===== config.mk =====
export PLATFORM = sky130hd
export DESIGN_NAME = exec_core
export DESIGN_NICKNAME = d
export VERILOG_FILES = /design/src/hw/core_pkg.sv /design/src/hw/mem_if.sv /design/src/hw/bit_alu.sv /design/src/hw/byte_mem.sv /design/src/hw/exec_core.sv
export VERILOG_INCLUDE_DIRS = /design/src /design/src/hw
export SDC_FILE = /design/constraint.sdc
export NUM_CORES = 1
export LEC_CHECK = 0
export ABC_CLOCK_PERIOD_IN_PS = 9600
export BUFFER_PORTS_ARGS = -buffer_cell sky130_fd_sc_hd__buf_4
export CAP_MARGIN = 15
export CELL_PAD_IN_SITES_DETAIL_PLACEMENT = 1
export CELL_PAD_IN_SITES_GLOBAL_PLACEMENT = 2
export CORE_MARGIN = 3
export CORE_UTILIZATION = 40
export DETAILED_ROUTE_END_ITERATION = 12
export PLACE_DENSITY_LB_ADDON = 0.1
export REMOVE_ABC_BUFFERS = 1
export SLEW_MARGIN = 25
export SYNTH_ARGS = -nofsm -noshare
export SYNTH_HDL_FRONTEND = slang
export SYNTH_SLANG_ARGS = --single-unit

===== constraint.sdc =====
create_clock -name sys_clk -period 9.6 [get_ports sys_clk]
set_input_delay 1.44 -clock sys_clk [delete_from_list [all_inputs] [get_ports sys_clk]]
set_output_delay 1.44 -clock sys_clk [all_outputs]
set_load 0.005 [all_outputs]

===== src/hw/core_defines.svh =====
// constants of the bit and memory execution unit
// How it works
// - program store writes R1:R0 at extended Z, then Z advances by two
// - I/O read loads destination register in one cycle, flags unchanged
// - push stores register at stack pointer in one cycle, plus SRAM cycle
// - pop loads register from stack in three cycles, plus SRAM cycle
// - load-and-set returns old RAM byte, writes register OR byte
// - load-and-clear returns old RAM byte, writes byte AND NOT register
// - load-and-toggle returns old RAM byte, writes register XOR byte
// - rotate left through carry, updates Z C N V H in one cycle
// - rotate right through carry, updates Z C N V, not H
// - I/O bit set forces one bit high, other bits and flags kept
// - I/O bit clear forces one bit low, other bits and flags kept
// - bit store copies register bit into T, only T changes
// - bit load copies T into register bit, flags unchanged
// - signed flag set and clear touch only S, one cycle
// - overflow flag set and clear touch only V, one cycle
// - half carry set and clear touch only H, one cycle
// - any access to internal SRAM costs one extra cycle
`ifndef CORE_DEFINES_SVH
`define CORE_DEFINES_SVH

// ------------------------------------------------------------
// software register offsets
// ------------------------------------------------------------
`define REG_FLAGS 4'h0
`define REG_Z_LO 4'h1
`define REG_Z_HI 4'h2
`define REG_Z_EXT 4'h3
`define REG_SP_LO 4'h4
`define REG_SP_HI 4'h5
`define REG_STATE 4'h6

// ------------------------------------------------------------
// status flag bit positions
// ------------------------------------------------------------
`define FLAG_C 3'h0
`define FLAG_Z 3'h1
`define FLAG_N 3'h2
`define FLAG_V 3'h3
`define FLAG_S 3'h4
`define FLAG_H 3'h5
`define FLAG_T 3'h6
`define FLAG_I 3'h7

// ------------------------------------------------------------
// reset values and steps
// ------------------------------------------------------------
`define FLAGS_RESET 8'h00
`define Z_RESET 16'h0000
`define Z_EXT_RESET 8'h00
`define SP_RESET 16'h0fff
`define Z_STEP 24'h000002
`define SRAM_LO_DEF 16'h2000
`define SRAM_HI_DEF 16'h2fff

`endif


===== src/hw/core_pkg.sv =====
// types shared by the execution unit modules
package core_pkg;

    typedef enum logic [4:0] {
        op_nop,
        op_program_store,
        op_io_read,
        op_io_write,
        op_push,
        op_pop,
        op_memory_exchange,
        op_load_and_set,
        op_load_and_clear,
        op_load_and_toggle,
        op_shift_left_logical,
        op_shift_right_logical,
        op_shift_right_arith,
        op_rotate_left_carry,
        op_rotate_right_carry,
        op_nibble_swap,
        op_flag_set,
        op_flag_clear,
        op_io_bit_set,
        op_io_bit_clear,
        op_t_flag_store,
        op_t_flag_load
    } op_t;

    typedef enum logic [2:0] {
        st_idle,
        st_exec,
        st_mem,
        st_wait,
        st_data,
        st_ps_hi,
        st_push_wait
    } state_t;

endpackage : core_pkg


===== src/hw/mem_if.sv =====
// register file port bundle between core and its memory
interface mem_if #(parameter int AW = 5);
    logic [AW-1:0] raddr;
    logic [AW-1:0] waddr;
    logic [7:0] rdata;
    logic [7:0] wdata;
    logic we;
    modport core_side (output raddr, output waddr, output wdata,
                       output we, input rdata);
    modport mem_side (input raddr, input waddr, input wdata,
                      input we, output rdata);
endinterface : mem_if

===== src/hw/bit_alu.sv =====
// shift, rotate and nibble swap with flag results
`include "core_defines.svh"
module bit_alu
    import core_pkg::*;
(
    input wire logic [7:0] opnd,
    input wire op_t op,
    input wire logic [7:0] flags_in,
    output logic [7:0] res,
    output logic [7:0] flags_out
);
    logic c_out;
    logic h_upd;

    always_comb begin
        res = opnd;
        c_out = flags_in[`FLAG_C];
        h_upd = 1'b0;
        unique case (op)
            op_shift_left_logical: begin
                res = {opnd[6:0], 1'b0};
                c_out = opnd[7];
                h_upd = 1'b1;
            end
            op_shift_right_logical: begin
                res = {1'b0, opnd[7:1]};
                c_out = opnd[0];
            end
            op_shift_right_arith: begin
                res = {opnd[7], opnd[7:1]};
                c_out = opnd[0];
            end
            op_rotate_left_carry: begin
                res = {opnd[6:0], flags_in[`FLAG_C]};
                c_out = opnd[7];
                h_upd = 1'b1;
            end
            op_rotate_right_carry: begin
                res = {flags_in[`FLAG_C], opnd[7:1]};
                c_out = opnd[0];
            end
            op_nibble_swap: begin
                res = {opnd[3:0], opnd[7:4]};
            end
            default: begin
                res = opnd;
            end
        endcase
        flags_out = flags_in;
        if (op != op_nibble_swap) begin
            flags_out[`FLAG_C] = c_out;
            flags_out[`FLAG_Z] = (res == 8'h00);
            flags_out[`FLAG_N] = res[7];
            flags_out[`FLAG_V] = res[7] ^ c_out;
            if (h_upd) begin
                flags_out[`FLAG_H] = opnd[3];
            end
        end
    end
endmodule : bit_alu


===== src/hw/byte_mem.sv =====
// byte-wide memory with registered read data
module byte_mem #(
    parameter int AW = 5
) (
    input wire logic sys_clk,
    mem_if.mem_side m
);
    logic [7:0] cells [2**AW];

    always_ff @(posedge sys_clk) begin
        if (m.we) begin
            cells[m.waddr] <= m.wdata;
        end
    end

    // read before write: same-cycle write shows up one access later
    always_ff @(posedge sys_clk) begin
        m.rdata <= cells[m.raddr];
    end
endmodule : byte_mem


===== src/hw/exec_core.sv =====
// bit, shift and memory operation execution unit
//
// Local design decisions: the register addresses and strobed register access.
`include "core_defines.svh"
module exec_core
    import core_pkg::*;
#(
    parameter int RF_AW = 5,
    parameter logic [15:0] SRAM_LO = `SRAM_LO_DEF,
    parameter logic [15:0] SRAM_HI = `SRAM_HI_DEF
) (
    input wire logic sys_clk,
    input wire logic rst,
    input wire logic cmd_valid,
    input wire op_t cmd_op,
    input wire logic [RF_AW-1:0] cmd_reg,
    input wire logic [2:0] cmd_bit,
    input wire logic [5:0] cmd_io,
    output logic cmd_ready,
    output logic cmd_done,
    output logic [15:0] ram_addr,
    output logic ram_rd,
    output logic ram_we,
    output logic [7:0] ram_wdata,
    input wire logic [7:0] ram_rdata,
    output logic [5:0] io_addr,
    output logic io_we,
    output logic [7:0] io_wdata,
    input wire logic [7:0] io_rdata,
    output logic [23:0] prog_addr,
    output logic prog_we,
    output logic [15:0] prog_wdata,
    input wire logic [3:0] sw_addr,
    input wire logic [7:0] sw_wdata,
    input wire logic sw_wr,
    input wire logic sw_rd,
    output logic [7:0] sw_rdata
);
    // ------------------------------------------------------------
    // helpers
    // ------------------------------------------------------------
    function automatic logic [7:0] put_bit(input logic [7:0] v,
                                           input logic [2:0] b,
                                           input logic val);
        logic [7:0] r;
        r = v;
        r[b] = val;
        return r;
    endfunction : put_bit

    function automatic logic in_sram(input logic [15:0] a);
        return (a >= SRAM_LO) && (a <= SRAM_HI);
    endfunction : in_sram

    // ------------------------------------------------------------
    // state
    // ------------------------------------------------------------
    state_t state;
    state_t next_state;
    op_t op;
    logic [RF_AW-1:0] cur_reg;
    logic [2:0] cur_bit;
    logic [7:0] flags;
    logic [7:0] next_flags;
    logic flag_we;
    logic [15:0] z_ptr;
    logic [7:0] z_ext;
    logic [15:0] sp;
    logic [7:0] tmp;
    logic [7:0] opnd;
    logic [7:0] alu_res;
    logic [7:0] alu_flags;
    logic accept;
    logic is_shift;
    logic is_rmw;
    logic [23:0] z_next;

    mem_if #(.AW(RF_AW)) rf ();

    byte_mem #(.AW(RF_AW)) u_rf (
        .sys_clk(sys_clk),
        .m(rf.mem_side)
    );

    bit_alu u_alu (
        .opnd(opnd),
        .op(op),
        .flags_in(flags),
        .res(alu_res),
        .flags_out(alu_flags)
    );

    assign accept = cmd_valid && cmd_ready;
    assign opnd = rf.rdata;
    assign z_next = {z_ext, z_ptr} + `Z_STEP;
    assign is_shift = (op == op_shift_left_logical) ||
                      (op == op_shift_right_logical) ||
                      (op == op_shift_right_arith) ||
                      (op == op_rotate_left_carry) ||
                      (op == op_rotate_right_carry);
    assign is_rmw = (op == op_memory_exchange) || (op == op_load_and_set) ||
                    (op == op_load_and_clear) || (op == op_load_and_toggle);

    // ------------------------------------------------------------
    // sequencing
    // ------------------------------------------------------------
    always_comb begin
        next_state = state;
        unique case (state)
            st_idle: begin
                if (accept) begin
                    next_state = st_exec;
                end
            end
            st_exec: begin
                if (op == op_program_store) begin
                    next_state = st_ps_hi;
                end else if (op == op_pop || is_rmw) begin
                    next_state = st_mem;
                end else if (op == op_push && in_sram(sp)) begin
                    next_state = st_push_wait;
                end else begin
                    next_state = st_idle;
                end
            end
            st_mem: begin
                next_state = in_sram(ram_addr) ? st_wait : st_data;
            end
            st_wait: begin
                next_state = st_data;
            end
            st_data: begin
                next_state = st_idle;
            end
            st_ps_hi: begin
                next_state = st_idle;
            end
            st_push_wait: begin
                next_state = st_idle;
            end
        endcase
    end

    always_ff @(posedge sys_clk) begin
        if (rst) begin
            state <= st_idle;
            cmd_ready <= 1'b0;
            cmd_done <= 1'b0;
        end else begin
            state <= next_state;
            cmd_ready <= (next_state == st_idle);
            cmd_done <= (next_state == st_idle) && (state != st_idle);
        end
    end

    always_ff @(posedge sys_clk) begin
        if (rst) begin
            op <= op_nop;
            cur_reg <= '0;
            cur_bit <= 3'h0;
            io_addr <= 6'h00;
        end else if (accept) begin
            op <= cmd_op;
            cur_reg <= cmd_reg;
            cur_bit <= cmd_bit;
            io_addr <= cmd_io;
        end
    end

    // ------------------------------------------------------------
    // register file access
    // ------------------------------------------------------------
    always_comb begin
        rf.raddr = cur_reg;
        if (state == st_idle) begin
            rf.raddr = (cmd_op == op_program_store) ? '0 : cmd_reg;
        end else if (state == st_exec && op == op_program_store) begin
            rf.raddr = RF_AW'(1);
        end
        rf.waddr = cur_reg;
        rf.we = 1'b0;
        rf.wdata = opnd;
        if (state == st_exec) begin
            if (op == op_io_read) begin
                rf.we = 1'b1;
                rf.wdata = io_rdata;
            end else if (is_shift || op == op_nibble_swap) begin
                rf.we = 1'b1;
                rf.wdata = alu_res;
            end else if (op == op_t_flag_load) begin
                rf.we = 1'b1;
                rf.wdata = put_bit(opnd, cur_bit, flags[`FLAG_T]);
            end
        end else if (state == st_data) begin
            rf.we = 1'b1;
            rf.wdata = ram_rdata;
        end
    end

    // ------------------------------------------------------------
    // status flags
    // ------------------------------------------------------------
    always_comb begin
        next_flags = flags;
        flag_we = 1'b0;
        if (state == st_exec) begin
            if (is_shift) begin
                flag_we = 1'b1;
                next_flags = alu_flags;
            end else if (op == op_flag_set) begin
                flag_we = 1'b1;
                next_flags = put_bit(flags, cur_bit, 1'b1);
            end else if (op == op_flag_clear) begin
                flag_we = 1'b1;
                next_flags = put_bit(flags, cur_bit, 1'b0);
            end else if (op == op_t_flag_store) begin
                flag_we = 1'b1;
                next_flags = put_bit(flags, `FLAG_T, opnd[cur_bit]);
            end
        end
    end

    // the core's own update beats a software write in the same cycle
    always_ff @(posedge sys_clk) begin
        if (rst) begin
            flags <= `FLAGS_RESET;
        end else if (flag_we) begin
            flags <= next_flags;
        end else if (sw_wr && sw_addr == `REG_FLAGS) begin
            flags <= sw_wdata;
        end
    end

    // ------------------------------------------------------------
    // pointers
    // ------------------------------------------------------------
    always_ff @(posedge sys_clk) begin
        if (rst) begin
            z_ptr <= `Z_RESET;
            z_ext <= `Z_EXT_RESET;
        end else if (state == st_ps_hi) begin
            {z_ext, z_ptr} <= z_next;
        end else if (sw_wr) begin
            if (sw_addr == `REG_Z_LO) begin
                z_ptr[7:0] <= sw_wdata;
            end
            if (sw_addr == `REG_Z_HI) begin
                z_ptr[15:8] <= sw_wdata;
            end
            if (sw_addr == `REG_Z_EXT) begin
                z_ext <= sw_wdata;
            end
        end
    end

    // stack grows down: push writes then decrements, pop pre-increments
    always_ff @(posedge sys_clk) begin
        if (rst) begin
            sp <= `SP_RESET;
        end else if (state == st_exec && op == op_push) begin
            sp <= sp - 16'h0001;
        end else if (state == st_exec && op == op_pop) begin
            sp <= sp + 16'h0001;
        end else if (sw_wr && sw_addr == `REG_SP_LO) begin
            sp[7:0] <= sw_wdata;
        end else if (sw_wr && sw_addr == `REG_SP_HI) begin
            sp[15:8] <= sw_wdata;
        end
    end

    // ------------------------------------------------------------
    // data memory side
    // ------------------------------------------------------------
    always_ff @(posedge sys_clk) begin
        if (rst) begin
            ram_addr <= 16'h0000;
            ram_rd <= 1'b0;
            ram_we <= 1'b0;
            ram_wdata <= 8'h00;
            tmp <= 8'h00;
        end else begin
            ram_rd <= 1'b0;
            ram_we <= 1'b0;
            if (state == st_exec && op == op_push) begin
                ram_addr <= sp;
                ram_we <= 1'b1;
                ram_wdata <= opnd;
            end else if (state == st_exec && op == op_pop) begin
                ram_addr <= sp + 16'h0001;
                ram_rd <= 1'b1;
            end else if (state == st_exec && is_rmw) begin
                ram_addr <= z_ptr;
                ram_rd <= 1'b1;
                tmp <= opnd;
            end else if (state == st_data && is_rmw) begin
                ram_we <= 1'b1;
                unique case (op)
                    op_load_and_set: ram_wdata <= tmp | ram_rdata;
                    op_load_and_clear: ram_wdata <= ~tmp & ram_rdata;
                    op_load_and_toggle: ram_wdata <= tmp ^ ram_rdata;
                    default: ram_wdata <= tmp;
                endcase
            end
        end
    end

    // ------------------------------------------------------------
    // I/O and program memory side
    // ------------------------------------------------------------
    always_ff @(posedge sys_clk) begin
        if (rst) begin
            io_we <= 1'b0;
            io_wdata <= 8'h00;
        end else begin
            io_we <= 1'b0;
            if (state == st_exec) begin
                if (op == op_io_write) begin
                    io_we <= 1'b1;
                    io_wdata <= opnd;
                end else if (op == op_io_bit_set) begin
                    io_we <= 1'b1;
                    io_wdata <= put_bit(io_rdata, cur_bit, 1'b1);
                end else if (op == op_io_bit_clear) begin
                    io_we <= 1'b1;
                    io_wdata <= put_bit(io_rdata, cur_bit, 1'b0);
                end
            end
        end
    end

    always_ff @(posedge sys_clk) begin
        if (rst) begin
            prog_we <= 1'b0;
            prog_addr <= 24'h000000;
            prog_wdata <= 16'h0000;
        end else begin
            prog_we <= 1'b0;
            if (state == st_exec && op == op_program_store) begin
                prog_wdata[7:0] <= opnd;
            end else if (state == st_ps_hi) begin
                prog_we <= 1'b1;
                prog_addr <= {z_ext, z_ptr};
                prog_wdata[15:8] <= opnd;
            end
        end
    end

    // ------------------------------------------------------------
    // software read port
    // ------------------------------------------------------------
    always_ff @(posedge sys_clk) begin
        if (rst) begin
            sw_rdata <= 8'h00;
        end else if (sw_rd) begin
            unique case (sw_addr)
                `REG_FLAGS: sw_rdata <= flags;
                `REG_Z_LO: sw_rdata <= z_ptr[7:0];
                `REG_Z_HI: sw_rdata <= z_ptr[15:8];
                `REG_Z_EXT: sw_rdata <= z_ext;
                `REG_SP_LO: sw_rdata <= sp[7:0];
                `REG_SP_HI: sw_rdata <= sp[15:8];
                `REG_STATE: sw_rdata <= {5'h00, state};
                default: sw_rdata <= 8'h00;
            endcase
        end else begin
            sw_rdata <= 8'h00;
        end
    end
endmodule : exec_core


# Yosys cells after proc, flatten, opt, wreduce, memory -nomap -nowiden
# Memory sizes are Yosys's and may differ from the RTL's. A register that Yosys moved wholly into a read port is not among the register bits.
# Cells that the tools add are included.
[totals] ramBits=256 register_bits=164 inputBits=52 mem_count=1 wordCells=233 out_inout_bits=92
[memory_table] memory="u_rf.cells" depth=32 width=8 rd=1 rd_clocked_by_memory_dff=1 wr=1 line="byte_mem.sv:8" text="logic [7:0] cells [2**AW];"
[classes] n_bitwise=15 n_lt_le_gt_ge=6 n_reduce_logical=57 n_addsub=3 eq_ne=45 muxes=78
[ops] cell="$mux 8" n=26
[ops] cell="$mux 16" n=7
[ops] cell="$pmux 8 s7" n=1
[ops] cell="$pmux 8 s6" n=1
[ops] cell="$eq 5x4->1 const B" n=8
[ops] cell="$ge 16x14->1 const B" n=2
[ops] cell="$le 16x14->1 const B" n=2
[ops] cell="$eq 5x5->1 const B" n=6
[ops] cell="$mux 1" n=27
[ops] cell="$add 24x2->24 const B" n=1
[ops] cell="$and 8x8->8" n=3
[ops] cell="$or 8x8->8" n=3
[ops] cell="$pmux 8 s3" n=1
[ops] cell="$eq 5x3->1 const B" n=4
[ops] cell="$add 16x1->16 const B" n=1
[ops] cell="$not 8->8" n=2
[ops] cell="$sub 16x1->16 const B" n=1
[ops] cell="$mux 3" n=5
[ops] cell="$mux 5" n=3
[ops] cell="$pmux 3 s5" n=1
[ops] cell="$reduce_bool 3->1" n=5
[ops] cell="$logic_and 1x1->1" n=14
[ops] cell="$eq 4x3->1 const B" n=3
[ops] cell="$reduce_and 2->1" n=6
[ops] cell="other kinds (35)" n=71

# Depth between registers and ports, before layout
# Gate-level depths: netlist (run 1).
[depth] ltp_word=11 ltp_mapped=12 mapped_depth_nobuf=8

# Modules after synthesis
# A second synthesis (run 1) with hierarchy kept.
[hier_totals] hier_cells=1802 hier_area_um2=20458.4
[modules_own_cells] module="byte_mem" cells_each=417 instances=1 area_per_inst_um2=10053.4
[modules_own_cells] module="exec_core" cells_each=1301 instances=1 area_per_inst_um2=9882.0
[modules_own_cells] module="bit_alu" cells_each=84 instances=1 area_per_inst_um2=523.0

# Worst setup path after synthesis (run 1)
# Ideal clock, no wire load.
[synth_timing] kind="input-to-reg" from="in cmd_op[1]" to="reg u_rf.m.rdata[0] (read register of u_rf.cells)" setup_slack_ns=6.219 t_required_ns=9.508 arrival_ns=3.289 stages=10 path_buffers=3 path_cell_list="nand2b_1 > or4_1 > clkbuf_1 > a32o_1 > buf_4 > buf_4 > mux2i_1 > a32oi_1 > a31oi_1 > nor4_1"
[synth_between] elab_chain_cells=3
[synth_lines] item="start: declaration" line="exec_core.sv:15" text="input wire op_t cmd_op,"
[synth_lines] item="$eq 5x1->1" line="exec_core.sv:176" text="rf.raddr = (cmd_op == op_program_store) ? '0 : cmd_reg;"
[synth_lines] item="$mux 5" line="exec_core.sv:176"
[synth_lines] item="$mux 5" line="exec_core.sv:175" text="if (state == st_idle) begin"
[synth_lines] item="end: declaration" line="mem_if.sv:11" text="input we, output rdata);"
# Every way passes these cells.
# A chain may end at the register's enable or synchronous reset.

# Final worst setup path (run 1)
[layout_timing] from="reg state[0]" to="reg u_rf.m.rdata[2] (read register of u_rf.cells)"
[layout_between] elab_chain_cells=4 elab_cells_between_ends=5 classes_between="eq/ne: 1; mux: 2; reduce/logical: 2"
[layout_lines] item="start: declaration" line="exec_core.sv:58" text="state_t state;"
[layout_lines] item="start signal: assignment" line="exec_core.sv:146" text="state <= st_idle;"
[layout_lines] item="start signal: assignment" line="exec_core.sv:150" text="state <= next_state;"
[layout_lines] item="$eq 3x1->1" line="exec_core.sv:177" text="end else if (state == st_exec && op == op_program_store) begin"
[layout_lines] item="$logic_and 1x1->1" line="exec_core.sv:177"
[layout_lines] item="$mux 5" line="exec_core.sv:177"
[layout_lines] item="$mux 5 *" line="exec_core.sv:175"
# Mark *: on every way between the ends. The rest lies on a longest branch, timed or not.

==> results of run 1 <==
[routing by layer]
| layer | global-route usage, % | up-vias | wire (um) |
|---|---|---|---|
| met4 | 9.39 | 0 | 2500 |
| met3 | 4.51 | 125 | 3610 |
| met1 | 33.4 | 8244 | 29700 |
| met5 | 0 | - | 0 |
| met2 | 42.6 | 414 | 32900 |
| li1 | - | 7557 | - |
[Yosys cell counts (all sizes together) (5+ instances only)]
master,count,area (sq um)
ha,20,250
a32oi,35,314
o211ai,6,45.0
a21boi,5,37.5
nand4,7,43.8
a221oi,32,280
and2,8,50.1
nand2b,11,68.8
xnor2,6,52.6
mux2i,72,721
or4,6,45.0
a31oi,44,275
a21oi,142,711
nor3b,13,113
dfxtp,172,3440
edfxtp,256,7690
xor2,13,114
and3,14,87.6
a211oi,34,255
buf,43,230
nor2,192,721
nand3,97,495
nor4,18,134
a221o,5,50.1
a22oi,20,150
o22ai,14,87.6
o31ai,5,37.5
or3b,7,63.8
a311oi,7,61.3
o21ai,50,250
inv,28,105
or3,7,43.8
nor2b,11,68.8
nand3b,14,105
clkbuf,112,420
o21bai,7,52.6
nor3,37,218
nand2,426,1620
[metrics by stage]
| stage | util, % | hold WS (ns) | total power [uW] | cells | setup WS (ns) |
|---|---|---|---|---|---|
| global placement | 43.7 | 0.444 | 2730 | 2717 | 4.99 |
| global route | 47.3 | 0.475 | 4830 | 2809 | 5.02 |
| floorplan | - | 0.441 | 2440 | 1891 | 4.11 |
| finish | 47.3 | 0.453 | 4660 | 2809 | 5.20 |
| detailed placement | 43.8 | 0.448 | 2740 | 2718 | 4.91 |
| CTS | 47.2 | 0.457 | 4690 | 2807 | 5.31 |
[cell type report]
cell class              count  area [sq um]  area share, %
clock buffers              62          1360           5.82
multi-input cells        1435          8220           35.4
flip-flops and latches    428         11100           47.8
repair buffers            165          1290           5.53
inverters                  28           105          0.452
clock inverters            27           332           1.43
well taps                 664           831           3.57
[power breakdown]
group	total, uW	internal [uW]	switching [uW]	leakage [uW]
registers	2150	2070	88.4	0.00368
logic	558	160	398	0.00362
clock network	1950	1160	789	0.000829
[kinds of logic after synthesis]
| family | Yosys count | share of synthesized area [%] |
|---|---|---|
| AO/OA/AOI/OAI | 440 | 14.6 |
| flip-flops | 428 | 55.7 |
| XOR/XNOR | 19 | 0.833 |
| multiplexers | 77 | 4.00 |
| adder cells (fa/ha/maj) | 20 | 1.25 |
| buffers and inverters | 183 | 3.78 |
| AND/OR/NAND/NOR | 879 | 19.8 |
[critical path, delay by kind of cell (launching register included)]
kind	cells	cell delay, ns
flip-flops	1	0.59
AND/OR/NAND/NOR	4	2.12
AO/OA/AOI/OAI	3	1.51
[worst paths after layout]
kind         slack, ns  cells after the start              end     startpoint
min reg2reg       0.45                      2    prog_addr[20]  prog_addr[20]
max               5.20                      7  u_rf.m.rdata[2]       state[0]
max reg2reg       5.20                      7  u_rf.m.rdata[2]       state[0]
min               0.45                      2    prog_addr[20]  prog_addr[20]
==> impl_results.rst, run 1 <==
.. list-table::
   :header-rows: 1

   * - Metric
     - Value
   * - Status
     - complete, no violations
   * - Initial antenna violation count
     - 0
   * - Slew HR
     - 27.9%
   * - Ratio of cells with drive above 1 in the final layout
     - 13.4%
   * - Maximum frequency from static timing analysis
     - 228 MHz
   * - Largest reg by FF count
     - u_rf.cells
   * - Remaining design rule violation count
     - 0
   * - Count of antenna diodes in the layout
     - 0
   * - Register clock-pin slew on the reported worst setup and hold paths
     - 0.06 ns
   * - Post-route clock period utilization
     - 45.8%
   * - CP max FO
     - 32
   * - Post-route ant nets
     - 0
   * - Final Hold Viols
     - 0
   * - Number of CTS-inserted buffers
     - 48
   * - Routed via count
     - 16,300
   * - Number of top-level pins
     - 144
   * - Power density relative to cell area
     - 200 nW/um^2
   * - Number of different library cells in the post-synthesis netlist
     - 77
   * - Total global routing overflow
     - 0
   * - Max reg flops
     - 256
   * - Area Overhead vs Synth
     - 16.5%
   * - Mapped Cells
     - 2,046
   * - CTS root buf
     - sky130_fd_sc_hd__clkbuf_16
   * - Core footprint
     - 49,200 sq um
   * - Classification of the worst-slack hold path
     - reg -> reg
   * - Post-CTS setup buffer count
     - 0
   * - Start-to-end type of the worst setup path
     - reg -> reg
   * - Avg Cell Area, Syn
     - 9.76 sq um
   * - Leading registers by flop count
     - u_rf.cells: 256 flops, prog_addr: 24 flops
   * - Die Footprint
     - 52,700 sq um
   * - Number of buffers on the longest clock path
     - 3
   * - Wire per inst
     - 24.5 um
   * - Type of destination of the critical path
     - flip-flop
   * - Number of global-route vias before repair
     - 16,600
   * - Global-route wire length before repair
     - 104 mm
   * - Most common cell after layout, fill and taps aside
     - sky130_fd_sc_hd__nand2_1
   * - H-tree levels
     - 2
   * - Fill cell instance count of the final layout
     - 5,444
   * - Max Transition Viols Final
     - 0
   * - Count of hold buffers inserted by post-cts repair
     - 0
   * - Crit start category
     - flip-flop
   * - Count of buffers inserted at the top-level ports
     - 143
   * - WP data arrival
     - 4.84 ns
   * - Fin crit period
     - 4.40 ns
   * - CTS-repair resized insts
     - 0
   * - Vertical die dimension
     - 229 um
   * - HPWL after detailed placement
     - 45.7 mm
   * - Setup total negative slack
     - 0 ns
   * - Cell area after synthesis
     - 20,000 sq um
   * - Slew of the pin with the lowest slew margin
     - 1.08 ns
   * - Count of standard-cell rows
     - 81
   * - Synthesis warning total
     - 0
   * - Required time at the worst-slack endpoint
     - 10.05 ns
   * - Clock latency of the later-clocked register in the worst-skew pair
     - 0.62 ns
   * - Global Route Usage Sum
     - 25.6%
   * - Starting density of the core
     - 40.6%
   * - Final std cell area, no fill
     - 23,300 sq um
   * - Horizontal die dimension
     - 229 um
   * - Final setup fails
     - 0
   * - Length of the first detailed-routing pass in iterations
     - 6
   * - Number of nets in the layout
     - 2,178
   * - Drt first-iter violations
     - 1,227
   * - Placement-stage cell area
     - 21,500 sq um
   * - Fraction of the yosys area taken by sequential cells
     - 55.7%
   * - Average via count per standard cell
     - 5.82
   * - Maximum number of pins on one net before global-route repair
     - 87
   * - Commonest register cell after synthesis
     - sky130_fd_sc_hd__edfxtp_1
   * - Share of flip-flops with an asynchronous set or reset
     - 0%
   * - Maximum capacitance violations
     - 0
   * - Number of register bits inferred by synthesis
     - 428
   * - Number of synthesized flops with an enable pin
     - 256
   * - TritonCTS clock tree
     - built
   * - Placer Congestion
     - 0.842
   * - Clk sinks
     - 428
   * - Wire length reported by the detailed router
     - 68.7 mm
   * - Library cell contributing the largest single delay on the critical path
     - sky130_fd_sc_hd__nor2_4
   * - Leak Pwr
     - 0.00813 uW
   * - Commonest non-fill, non-tap cells in the layout
     - sky130_fd_sc_hd__nand2_1, sky130_fd_sc_hd__edfxtp_1, sky130_fd_sc_hd__nor2_1
   * - Cells along the critical path
     - nor2b_1 > nand3_2 > a32o_1 > nor2_4 > a32oi_1 > a31oi_1 > nor4_1
   * - Setup repair after global routing missed its margin
     - no
   * - Clock skew
     - 0.0349 ns
   * - Delay of the slowest critical-path stage
     - 0.83 ns
   * - IR Drop Worst-Case VDD
     - 235 uV
Power figures use the tool's default switching activity.
==> run 2, diff against run 1 <==
--- a/config.mk
+++ b/config.mk
@@ -6,13 +6,14 @@
 export SDC_FILE = /design/constraint.sdc
 export NUM_CORES = 1
 export LEC_CHECK = 0
-export ABC_CLOCK_PERIOD_IN_PS = 9600
+export ABC_AREA = 1
+export ABC_CLOCK_PERIOD_IN_PS = 4500
 export BUFFER_PORTS_ARGS = -buffer_cell sky130_fd_sc_hd__buf_4
 export CAP_MARGIN = 15
 export CELL_PAD_IN_SITES_DETAIL_PLACEMENT = 1
 export CELL_PAD_IN_SITES_GLOBAL_PLACEMENT = 2
 export CORE_MARGIN = 3
-export CORE_UTILIZATION = 40
+export CORE_UTILIZATION = 38
 export DETAILED_ROUTE_END_ITERATION = 12
 export PLACE_DENSITY_LB_ADDON = 0.1
 export REMOVE_ABC_BUFFERS = 1
==> constraint.sdc (replaced) <==
create_clock -name sys_clk -period 4.5 [get_ports sys_clk]
set_input_delay 0.675 -clock sys_clk [delete_from_list [all_inputs] [get_ports sys_clk]]
set_output_delay 0.675 -clock sys_clk [all_outputs]
set_load 0.005 [all_outputs]
==> run 2 against run 1 <==
- worst hold slack got worse by 0.13 ns
- final area increased by 5.9%
- synthesized cell count is 21% higher
- clock power grew 99%
- power increased by 130%
- final cell count up 20%
- area after synthesis is 6.7% higher
- die area rose by 12%
- combinational power grew to 3.9 times the previous value
- sequential power up 120%
- critical path type unchanged
- highest routed layer unchanged
==> impl_results.rst, run 2 <==
.. list-table::
   :header-rows: 1

   * - Metric
     - Value
   * - Status
     - complete, no violations
   * - Placement-stage cell area
     - 23,100 sq um (+7.1%)
   * - Endpoint, Worst Hold
     - io_addr[0]
   * - Number of buffers on the longest clock path
     - 3 (unchanged)
   * - Starting density of the core
     - 38.6% (-2.1 points)
   * - Wire per inst
     - 23.3 um (-4.9%)
   * - Largest reg by FF count
     - u_rf.cells
   * - Share of flip-flops with an asynchronous set or reset
     - 0% (unchanged)
   * - Proportion of netlist area held by the largest area contributor
     - 36.1% (-2.4 points)
   * - Final setup fails
     - 0 (unchanged)
   * - IR Drop Worst-Case VDD
     - 296 uV (+26%)
   * - Setup total negative slack
     - 0 ns (unchanged)
   * - Leading registers by flop count
     - u_rf.cells: 256 flops, prog_addr: 24 flops
   * - Total power consumption of the routed design
     - 10,800 uW (+130%)
   * - Total length of routed met2 wires
     - 35.5 mm (+7.9%)
   * - Hold Startpoint
     - cmd_io[0]
   * - Synthesis warning total
     - 0 (unchanged)
   * - Maximum capacitance violations
     - 0 (unchanged)
   * - Maximum number of pins on one net before global-route repair
     - 82 (-5.7%)
   * - H-tree levels
     - 2 (unchanged)
   * - Count of standard-cell rows
     - 86 (+6.2%)
   * - Remaining design rule violation count
     - 0 (unchanged)
   * - Power share of the combinational group
     - 20.0% (+8.0 points)
   * - Hold Path Cell Cnt
     - 3 (+1)
   * - Fraction of power consumed by sequential logic
     - 43.9% (-2.3 points)
   * - Final design utilization
     - 44.5% (-2.8 points)
   * - Number of top-level pins
     - 144 (unchanged)
   * - Crit Reg-Reg Endpoint
     - ram_addr[14]
   * - Drt first-iter violations
     - 1,437 (+17%)
   * - Max Transition Viols Final
     - 0 (unchanged)
   * - Mapped Cells
     - 2,468 (+21%)
   * - Die Footprint
     - 59,000 sq um (+12%)
   * - Power density relative to cell area
     - 437 nW/um^2 (+120%)
   * - TritonCTS clock tree
     - built
   * - Fraction of the yosys area taken by sequential cells
     - 52.2% (-3.5 points)
   * - Routed metal-1 wire length
     - 35.8 mm (+20%)
   * - Most common cell after layout, fill and taps aside
     - sky130_fd_sc_hd__nand2_1
   * - Worst setup slack for register-to-register paths
     - 0.62 ns (-4.58 ns)
   * - Clock Power Share
     - 36.1% (-5.7 points)
   * - Initial antenna violation count
     - 0 (unchanged)
   * - Number of register bits inferred by synthesis
     - 428 (unchanged)
   * - PnR worst setup slack
     - 0.622 ns (-4.58 ns)
   * - Setup repair after global routing missed its margin
     - no
   * - Cell area after synthesis
     - 21,300 sq um (+6.7%)
   * - Commonest non-fill, non-tap cells in the layout
     - sky130_fd_sc_hd__nand2_1, sky130_fd_sc_hd__nand3_1, sky130_fd_sc_hd__inv_1
   * - Area Overhead vs Synth
     - 15.5%
   * - Number of synthesized flops with an enable pin
     - 256 (unchanged)
   * - Post-route ant nets
     - 0 (unchanged)
   * - Core footprint
     - 55,300 sq um (+13%)
   * - Crit start category
     - flip-flop
   * - Fill cell instance count of the final layout
     - 6,577 (+21%)
   * - Worst-case setup slack after placement
     - 0.658 ns (-4.25 ns)
   * - Critical path buffer and inverter count
     - 3 (+3)
   * - Leak Pwr
     - 0.00996 uW (+23%)
   * - Number of nets in the layout
     - 2,648 (+22%)
   * - Top cell family by delay on the critical path
     - simple AND/OR/NAND/NOR gates
   * - Routed wire length on met3
     - 4.46 mm (+23%)
   * - Delay of the slowest critical-path stage
     - 0.73 ns (-0.10 ns)
   * - CTS root buf
     - sky130_fd_sc_hd__clkbuf_16
   * - Routed via count
     - 18,700 (+14%)
   * - Classification of the worst-slack hold path
     - in -> reg
   * - Largest area contributor in the synthesized netlist
     - sky130_fd_sc_hd__edfxtp_1
   * - Global Route Usage Sum
     - 25.9% (+0.37 points)
   * - Vertical die dimension
     - 243 um (+5.8%)
   * - Post-CTS setup buffer count
     - 0 (unchanged)
   * - Most frequent cell on the critical path
     - sky130_fd_sc_hd__inv_2
   * - Clock latency of the later-clocked register in the worst-skew pair
     - 0.62 ns (about the same)
   * - Clock skew
     - 0.0339 ns (-0.00101 ns)
   * - Int Power
     - 7270 uW (+110%)
   * - Fraction of power spent switching nets
     - 32.5% (+5.1 points)
   * - HPWL after detailed placement
     - 53.5 mm (+17%)
   * - Maximum frequency from static timing analysis
     - 258 MHz (+13%)
   * - Global-route wire length before repair
     - 118 mm (+13%)
   * - CP max FO
     - 32 (unchanged)
   * - Net switching power
     - 3490 uW (+170%)
   * - Final Hold Viols
     - 0 (unchanged)
   * - Length of the first detailed-routing pass in iterations
     - 5 (-1)
   * - Wire length reported by the detailed router
     - 78.1 mm (+14%)
   * - Count of buffers inserted at the top-level ports
     - 143 (unchanged)
   * - Number of cells on the worst reg-to-reg path
     - 9 (+2)
   * - Required time at the worst-slack endpoint
     - 5.01 ns (-5.04 ns)
   * - Count of hold buffers inserted by post-cts repair
     - 0 (unchanged)
   * - Final std cell area, no fill
     - 24,600 sq um (+5.9%)
   * - Top cells by area, synth
     - sky130_fd_sc_hd__edfxtp_1, sky130_fd_sc_hd__dfxtp_1, sky130_fd_sc_hd__nand2_1, sky130_fd_sc_hd__nand3_1, sky130_fd_sc_hd__inv_1
   * - Ratio of cells with drive above 1 in the final layout
     - 12.7% (-0.70 points)
   * - Type of destination of the critical path
     - flip-flop
   * - Library cell contributing the largest single delay on the critical path
     - sky130_fd_sc_hd__nand2_1
   * - Start-to-end type of the worst setup path
     - reg -> reg
   * - Post-route clock period utilization
     - 86.2% (+40 points)
   * - Count of antenna diodes in the layout
     - 0 (unchanged)
   * - Total global routing overflow
     - 0 (unchanged)
   * - Horizontal die dimension
     - 243 um (+5.8%)
   * - Most common cell in the synthesized netlist
     - sky130_fd_sc_hd__nand2_1
   * - Number of different library cells in the post-synthesis netlist
     - 58 (-25%)
   * - Startpoint of the most critical register-to-register path
     - state[2]
   * - WP data arrival
     - 4.39 ns (-0.45 ns)
   * - Cells along the critical path
     - inv_2 > nand3_2 > inv_2 > nand3_1 > inv_2 > nor2_8 > nand2_1 > o21ai_0 > a41oi_1
   * - Avg Cell Area, Syn
     - 8.64 sq um (-12%)
   * - Placer Congestion
     - 0.923 (+9.5%)
   * - Max reg flops
     - 256 (unchanged)
   * - Synth cell count leaders
     - sky130_fd_sc_hd__nand2_1, sky130_fd_sc_hd__nand3_1, sky130_fd_sc_hd__inv_1
   * - Register clock-pin slew on the reported worst setup and hold paths
     - 0.06 ns (about the same)
   * - Average via count per standard cell
     - 5.56 (-4.5%)
   * - Number of global-route vias before repair
     - 18,900 (+14%)
   * - Slew HR
     - 32.3% (+4.4 points)
   * - Highest metal layer with signal wires
     - met4
   * - CTS-repair resized insts
     - 0 (unchanged)
   * - Clk sinks
     - 428 (unchanged)
   * - Number of CTS-inserted buffers
     - 50 (+4.2%)
   * - Commonest register cell after synthesis
     - sky130_fd_sc_hd__edfxtp_1
   * - Slew of the pin with the lowest slew margin
     - 0.990 ns (-0.0888 ns)
   * - Fin crit period
     - 3.88 ns (-0.518 ns)
==> run 2: layout make-up <==
type	count	area, sq um	area share, %
Clock buffer	68	1370	5.56
Clock inverter	19	174	0.706
Inverter	309	1170	4.74
Multi-Input combinational cell	1604	8410	34.1
Sequential cell	428	11100	45.2
Tap cell	748	936	3.80
Timing Repair Buffer	183	1440	5.86
==> run 2: stage by stage <==
stage / cells / hold WS (ns)
global placement: 3271 / 0.455
CTS: 3358 / 0.297
detailed placement: 3271 / 0.458
finish: 3359 / 0.324
floorplan: 2341 / 0.448
global route: 3359 / 0.335
==> run 2: power groups by stage <==
| stage | Clock (uW) | Sequential, uW | Combinational (uW) |
|---|---|---|---|
| 4_1_cts | 3980 | 4720 | 2130 |
| 6_report | 3880 | 4730 | 2150 |
| 3_3_place_gp | 0 | 4800 | 2070 |
| 5_1_grt | 4120 | 4730 | 2350 |
| 2_1_floorplan | 0 | 4720 | 1100 |
| 3_5_place_dp | 0 | 4810 | 2120 |
==> run 2: how the worst max path moves through the flow <==
stage               cells past startpoint      start               to  slack (ns)
finish                                  9   state[2]     ram_addr[14]        0.62
global route                            9   state[2]     ram_addr[14]        0.37
CTS                                     9   state[2]      ram_addr[7]        0.65
detailed placement                      9   state[2]      ram_addr[7]        0.66
global placement                        9   state[2]      ram_addr[8]        0.87
floorplan                              13  cmd_op[3]  u_rf.m.rdata[0]       -0.43
==> run 2: layer usage <==
layer,GRT usage (%),up-vias
met5,0,-
met4,7.70,0
met3,4.51,137
met2,41.5,514
met1,36.1,9332
li1,-,8684
==> run 2: tightest hold or removal path, cell delays in order <==
cell and delay [ns]:
sky130_fd_sc_hd__buf_4 0.07, sky130_fd_sc_hd__o21ai_0 0.07, sky130_fd_sc_hd__nor2_1 0.08
==> run 2: cells by family after synthesis <==
group / share of synthesized area [%]
and+or+nand+nor: 25.1
buffers and inverters: 8.76
AOI/OAI and AO/OA: 12.4
DFF: 52.2
adders and majority gates: 1.17
xor gates and xnor gates: 0.329
muxes: 0.0469
==> run 3, diff against run 2 <==
--- a/config.mk
+++ b/config.mk
@@ -7,7 +7,7 @@
 export NUM_CORES = 1
 export LEC_CHECK = 0
 export ABC_AREA = 1
-export ABC_CLOCK_PERIOD_IN_PS = 4500
+export ABC_CLOCK_PERIOD_IN_PS = 4050
 export BUFFER_PORTS_ARGS = -buffer_cell sky130_fd_sc_hd__buf_4
 export CAP_MARGIN = 15
 export CELL_PAD_IN_SITES_DETAIL_PLACEMENT = 1
@@ -15,7 +15,7 @@
 export CORE_MARGIN = 3
 export CORE_UTILIZATION = 38
 export DETAILED_ROUTE_END_ITERATION = 12
-export PLACE_DENSITY_LB_ADDON = 0.1
+export PLACE_DENSITY = 0.87
 export REMOVE_ABC_BUFFERS = 1
 export SLEW_MARGIN = 25
 export SYNTH_ARGS = -nofsm -noshare
==> constraint.sdc (replaced) <==
create_clock -name sys_clk -period 4.05 [get_ports sys_clk]
set_input_delay 0.6075 -clock sys_clk [delete_from_list [all_inputs] [get_ports sys_clk]]
set_output_delay 0.6075 -clock sys_clk [all_outputs]
set_load 0.005 [all_outputs]
==> run 3 against run 2 <==
- core utilization up 0.48 points
- critical path depth grew 4
- wire length shrank 3.2%
- flip-flop and latch count is the same
- worst hold slack got worse by 0.062 ns
- worst setup slack got worse by 0.055 ns
- first-iteration DRC count fell by 3.3%
- global-route usage down 0.83 points
- final cell count is 0.51% higher
- sequential power grew 11%
==> impl_results.rst, run 3 (same netlist as run 2, synthesis figures left out) <==
.. list-table::
   :header-rows: 1

   * - Metric
     - Value
   * - Wire length reported by the detailed router
     - 75.6 mm (-3.2%)
   * - Final std cell area, no fill
     - 24,900 sq um (+1.1%)
   * - IR Drop Worst-Case VDD
     - 315 uV (+6.5%)
   * - Max reg flops
     - 256 (unchanged)
   * - Placer Congestion
     - 0.932 (+1.0%)
   * - Remaining design rule violation count
     - 0 (unchanged)
   * - Most common cell after layout, fill and taps aside
     - sky130_fd_sc_hd__nand2_1
   * - Clock Power Share
     - 38.3% (+2.2 points)
   * - Start-to-end type of the worst setup path
     - reg -> reg
   * - Vertical die dimension
     - 243 um (unchanged)
   * - Global-route wire length before repair
     - 117 mm (-1.0%)
   * - Number of top-level pins
     - 144 (unchanged)
   * - Net switching power
     - 3840 uW (+9.9%)
   * - Horizontal die dimension
     - 243 um (unchanged)
   * - Total global routing overflow
     - 0 (unchanged)
   * - TritonCTS clock tree
     - built
   * - Clk sinks
     - 428 (unchanged)
   * - Classification of the worst-slack hold path
     - in -> reg
   * - Required time at the worst-slack endpoint
     - 4.55 ns (-0.46 ns)
   * - Leak Pwr
     - 0.0101 uW (+1.5%)
   * - Initial antenna violation count
     - 2 (+2)
   * - Global Route Usage Sum
     - 25.1% (-0.83 points)
   * - Clock skew
     - 0.0297 ns (-0.00418 ns)
   * - CTS root buf
     - sky130_fd_sc_hd__clkbuf_16
   * - Die Footprint
     - 59,000 sq um (unchanged)
   * - Status
     - complete, no violations
   * - Leading registers by flop count
     - u_rf.cells: 256 flops, prog_addr: 24 flops
   * - Int Power
     - 8450 uW (+16%)
   * - Worst hold slack across all endpoints
     - 0.262 ns (-0.0615 ns)
   * - Hold Startpoint
     - cmd_io[5]
   * - Power share of the combinational group
     - 19.0% (-1.0 points)
   * - Count of hold buffers inserted by post-cts repair
     - 0 (unchanged)
   * - Maximum capacitance violations
     - 0 (unchanged)
   * - Count of buffers inserted at the top-level ports
     - 143 (unchanged)
   * - Number of buffers on the longest clock path
     - 3 (unchanged)
   * - Number of global-route vias before repair
     - 19,500 (+3.4%)
   * - Setup repair after global routing missed its margin
     - no
   * - Average via count per standard cell
     - 5.55 (about the same)
   * - CP max FO
     - 55 (+72%)
   * - Slew HR
     - 28.6% (-3.7 points)
   * - Delay of the slowest critical-path stage
     - 0.73 ns (about the same)
   * - Core footprint
     - 55,300 sq um (unchanged)
   * - Length of the first detailed-routing pass in iterations
     - 5 (unchanged)
   * - Area Overhead vs Synth
     - 16.7%
   * - Hold Path Cell Cnt
     - 3 (unchanged)
   * - Fraction of power spent switching nets
     - 31.2% (-1.2 points)
   * - Library cell contributing the largest single delay on the critical path
     - sky130_fd_sc_hd__clkinv_2
   * - HPWL after detailed placement
     - 51.9 mm (-3.0%)
   * - Endpoint, Worst Hold
     - io_addr[5]
   * - Top cell family by delay on the critical path
     - buffers and inverters
   * - Max Transition Viols Final
     - 0 (unchanged)
   * - Worst setup slack for register-to-register paths
     - 0.57 ns (-0.06 ns)
   * - Clock latency of the later-clocked register in the worst-skew pair
     - 0.61 ns (about the same)
   * - Crit Reg-Reg Endpoint
     - u_rf.m.rdata[0]
   * - Type of destination of the critical path
     - flip-flop
   * - Register clock-pin slew on the reported worst setup and hold paths
     - 0.06 ns (about the same)
   * - Final setup fails
     - 0 (unchanged)
   * - WP data arrival
     - 3.98 ns (-0.41 ns)
   * - Ratio of cells with drive above 1 in the final layout
     - 13.5% (+0.84 points)
   * - Maximum frequency from static timing analysis
     - 287 MHz (+11%)
   * - Number of CTS-inserted buffers
     - 48 (-4.0%)
   * - Cells along the critical path
     - inv_2 > nand3_2 > inv_2 > nand2_4 > a21oi_4 > clkinv_2 > buf_4 > nand3_1 > nand3_1 > nand3_1 > nand2_1 > nand2_1 > nand2_1
   * - Startpoint of the most critical register-to-register path
     - state[2]
   * - Fraction of power consumed by sequential logic
     - 42.7% (-1.2 points)
   * - CTS-repair resized insts
     - 0 (unchanged)
   * - Drt first-iter violations
     - 1,390 (-3.3%)
   * - Crit start category
     - flip-flop
   * - Fin crit period
     - 3.48 ns (-0.395 ns)
   * - Starting density of the core
     - 38.6% (unchanged)
   * - Final Hold Viols
     - 0 (unchanged)
   * - Commonest non-fill, non-tap cells in the layout
     - sky130_fd_sc_hd__nand2_1, sky130_fd_sc_hd__nand3_1, sky130_fd_sc_hd__inv_1
   * - Wire per inst
     - 22.4 um (-3.7%)
   * - Number of cells on the worst reg-to-reg path
     - 13 (+4)
   * - Post-route ant nets
     - 0 (unchanged)
   * - Power density relative to cell area
     - 494 nW/um^2 (+13%)
   * - Placement-stage cell area
     - 23,100 sq um (+0.35%)
   * - Critical path buffer and inverter count
     - 4 (+1)
   * - Post-route clock period utilization
     - 86.0% (-0.17 points)
   * - Maximum number of pins on one net before global-route repair
     - 121 (+48%)
   * - H-tree levels
     - 2 (unchanged)
   * - Fill cell instance count of the final layout
     - 6,555 (-0.33%)
   * - Post-CTS setup buffer count
     - 0 (unchanged)
   * - Slew of the pin with the lowest slew margin
     - 1.04 ns (+0.0545 ns)
   * - Largest reg by FF count
     - u_rf.cells
   * - Number of nets in the layout
     - 2,660 (+0.45%)
   * - Count of standard-cell rows
     - 86 (unchanged)
   * - Routed via count
     - 18,800 (+0.46%)
==> run 3: cell count changes in the layout (fill, tap and decap cells not counted), sizes merged <==
cell,previous run,this run
clkbuf,68,63
bufinv,1,7
diode,0,1
buf,183,197
clkinv,21,20
clkinvlp,1,3
==> run 3: power groups by stage <==
stage | combinational, uW | sequential [uW] | clock, uW
floorplan | 1230 | 5250 | 0
global placement | 2220 | 5340 | 0
detailed placement | 2280 | 5340 | 0
CTS | 2300 | 5250 | 4790
global route | 2550 | 5260 | 4970
finish | 2340 | 5250 | 4700
==> run 3: layout make-up <==
cell class,instances,area [sq um],share of cell area (%)
well taps,748,936,3.76
repair buffers,197,1540,6.17
clock inverters,26,368,1.48
inverters,309,1170,4.69
multi-input cells,1604,8400,33.7
diodes,1,2.50,0.0101
clock buffers,63,1350,5.43
flip-flops and latches,428,11100,44.7
==> run 3: metrics by stage <==
stage / power [uW] / utilization (%) / TNS, ns / std cells / worst slack (ns)
after floorplan: 6480 / - / -9.44 / 2341 / -0.810
after global placement: 7560 / 41.8 / 0 / 3285 / 0.938
after detailed placement: 7620 / 41.8 / 0 / 3285 / 0.826
after CTS: 12300 / 44.9 / 0 / 3374 / 0.840
after global routing: 12800 / 45.0 / 0 / 3375 / 0.319
final: 12300 / 45.0 / 0 / 3376 / 0.567
==> run 3: per-layer routing <==
metal  vias up  part of all wire [%]  global-route usage, %
met2       571                    46                   41.3
met1      9360                    44                   33.6
met3       123                   6.6                   5.13
met4         4                   2.6                   7.08
met5         -                 0.036                      0
li1       8695                     -                      -
==> run 3: worst register-to-register path: stages (launching register included) <==
cell	delay (ns)
sky130_fd_sc_hd__dfxtp_1	0.36
sky130_fd_sc_hd__inv_2	0.14
sky130_fd_sc_hd__nand3_2	0.32
sky130_fd_sc_hd__inv_2	0.42
sky130_fd_sc_hd__nand2_4	0.19
sky130_fd_sc_hd__a21oi_4	0.18
sky130_fd_sc_hd__clkinv_2	0.73
sky130_fd_sc_hd__buf_4	0.51
sky130_fd_sc_hd__nand3_1	0.10
sky130_fd_sc_hd__nand3_1	0.08
sky130_fd_sc_hd__nand3_1	0.13
sky130_fd_sc_hd__nand2_1	0.07
sky130_fd_sc_hd__nand2_1	0.08
sky130_fd_sc_hd__nand2_1	0.06
==> run 3: worst max path at each step <==
stage / from / endpoint / slack, ns / cells past startpoint
floorplan: cmd_op[3] / u_rf.m.rdata[0] / -0.81 / 13
global placement: cmd_op[1] / u_rf.m.rdata[3] / 0.94 / 14
detailed placement: cmd_op[1] / u_rf.m.rdata[2] / 0.83 / 14
CTS: state[2] / u_rf.m.rdata[2] / 0.84 / 14
global route: state[2] / u_rf.m.rdata[3] / 0.32 / 13
finish: state[2] / u_rf.m.rdata[0] / 0.57 / 13
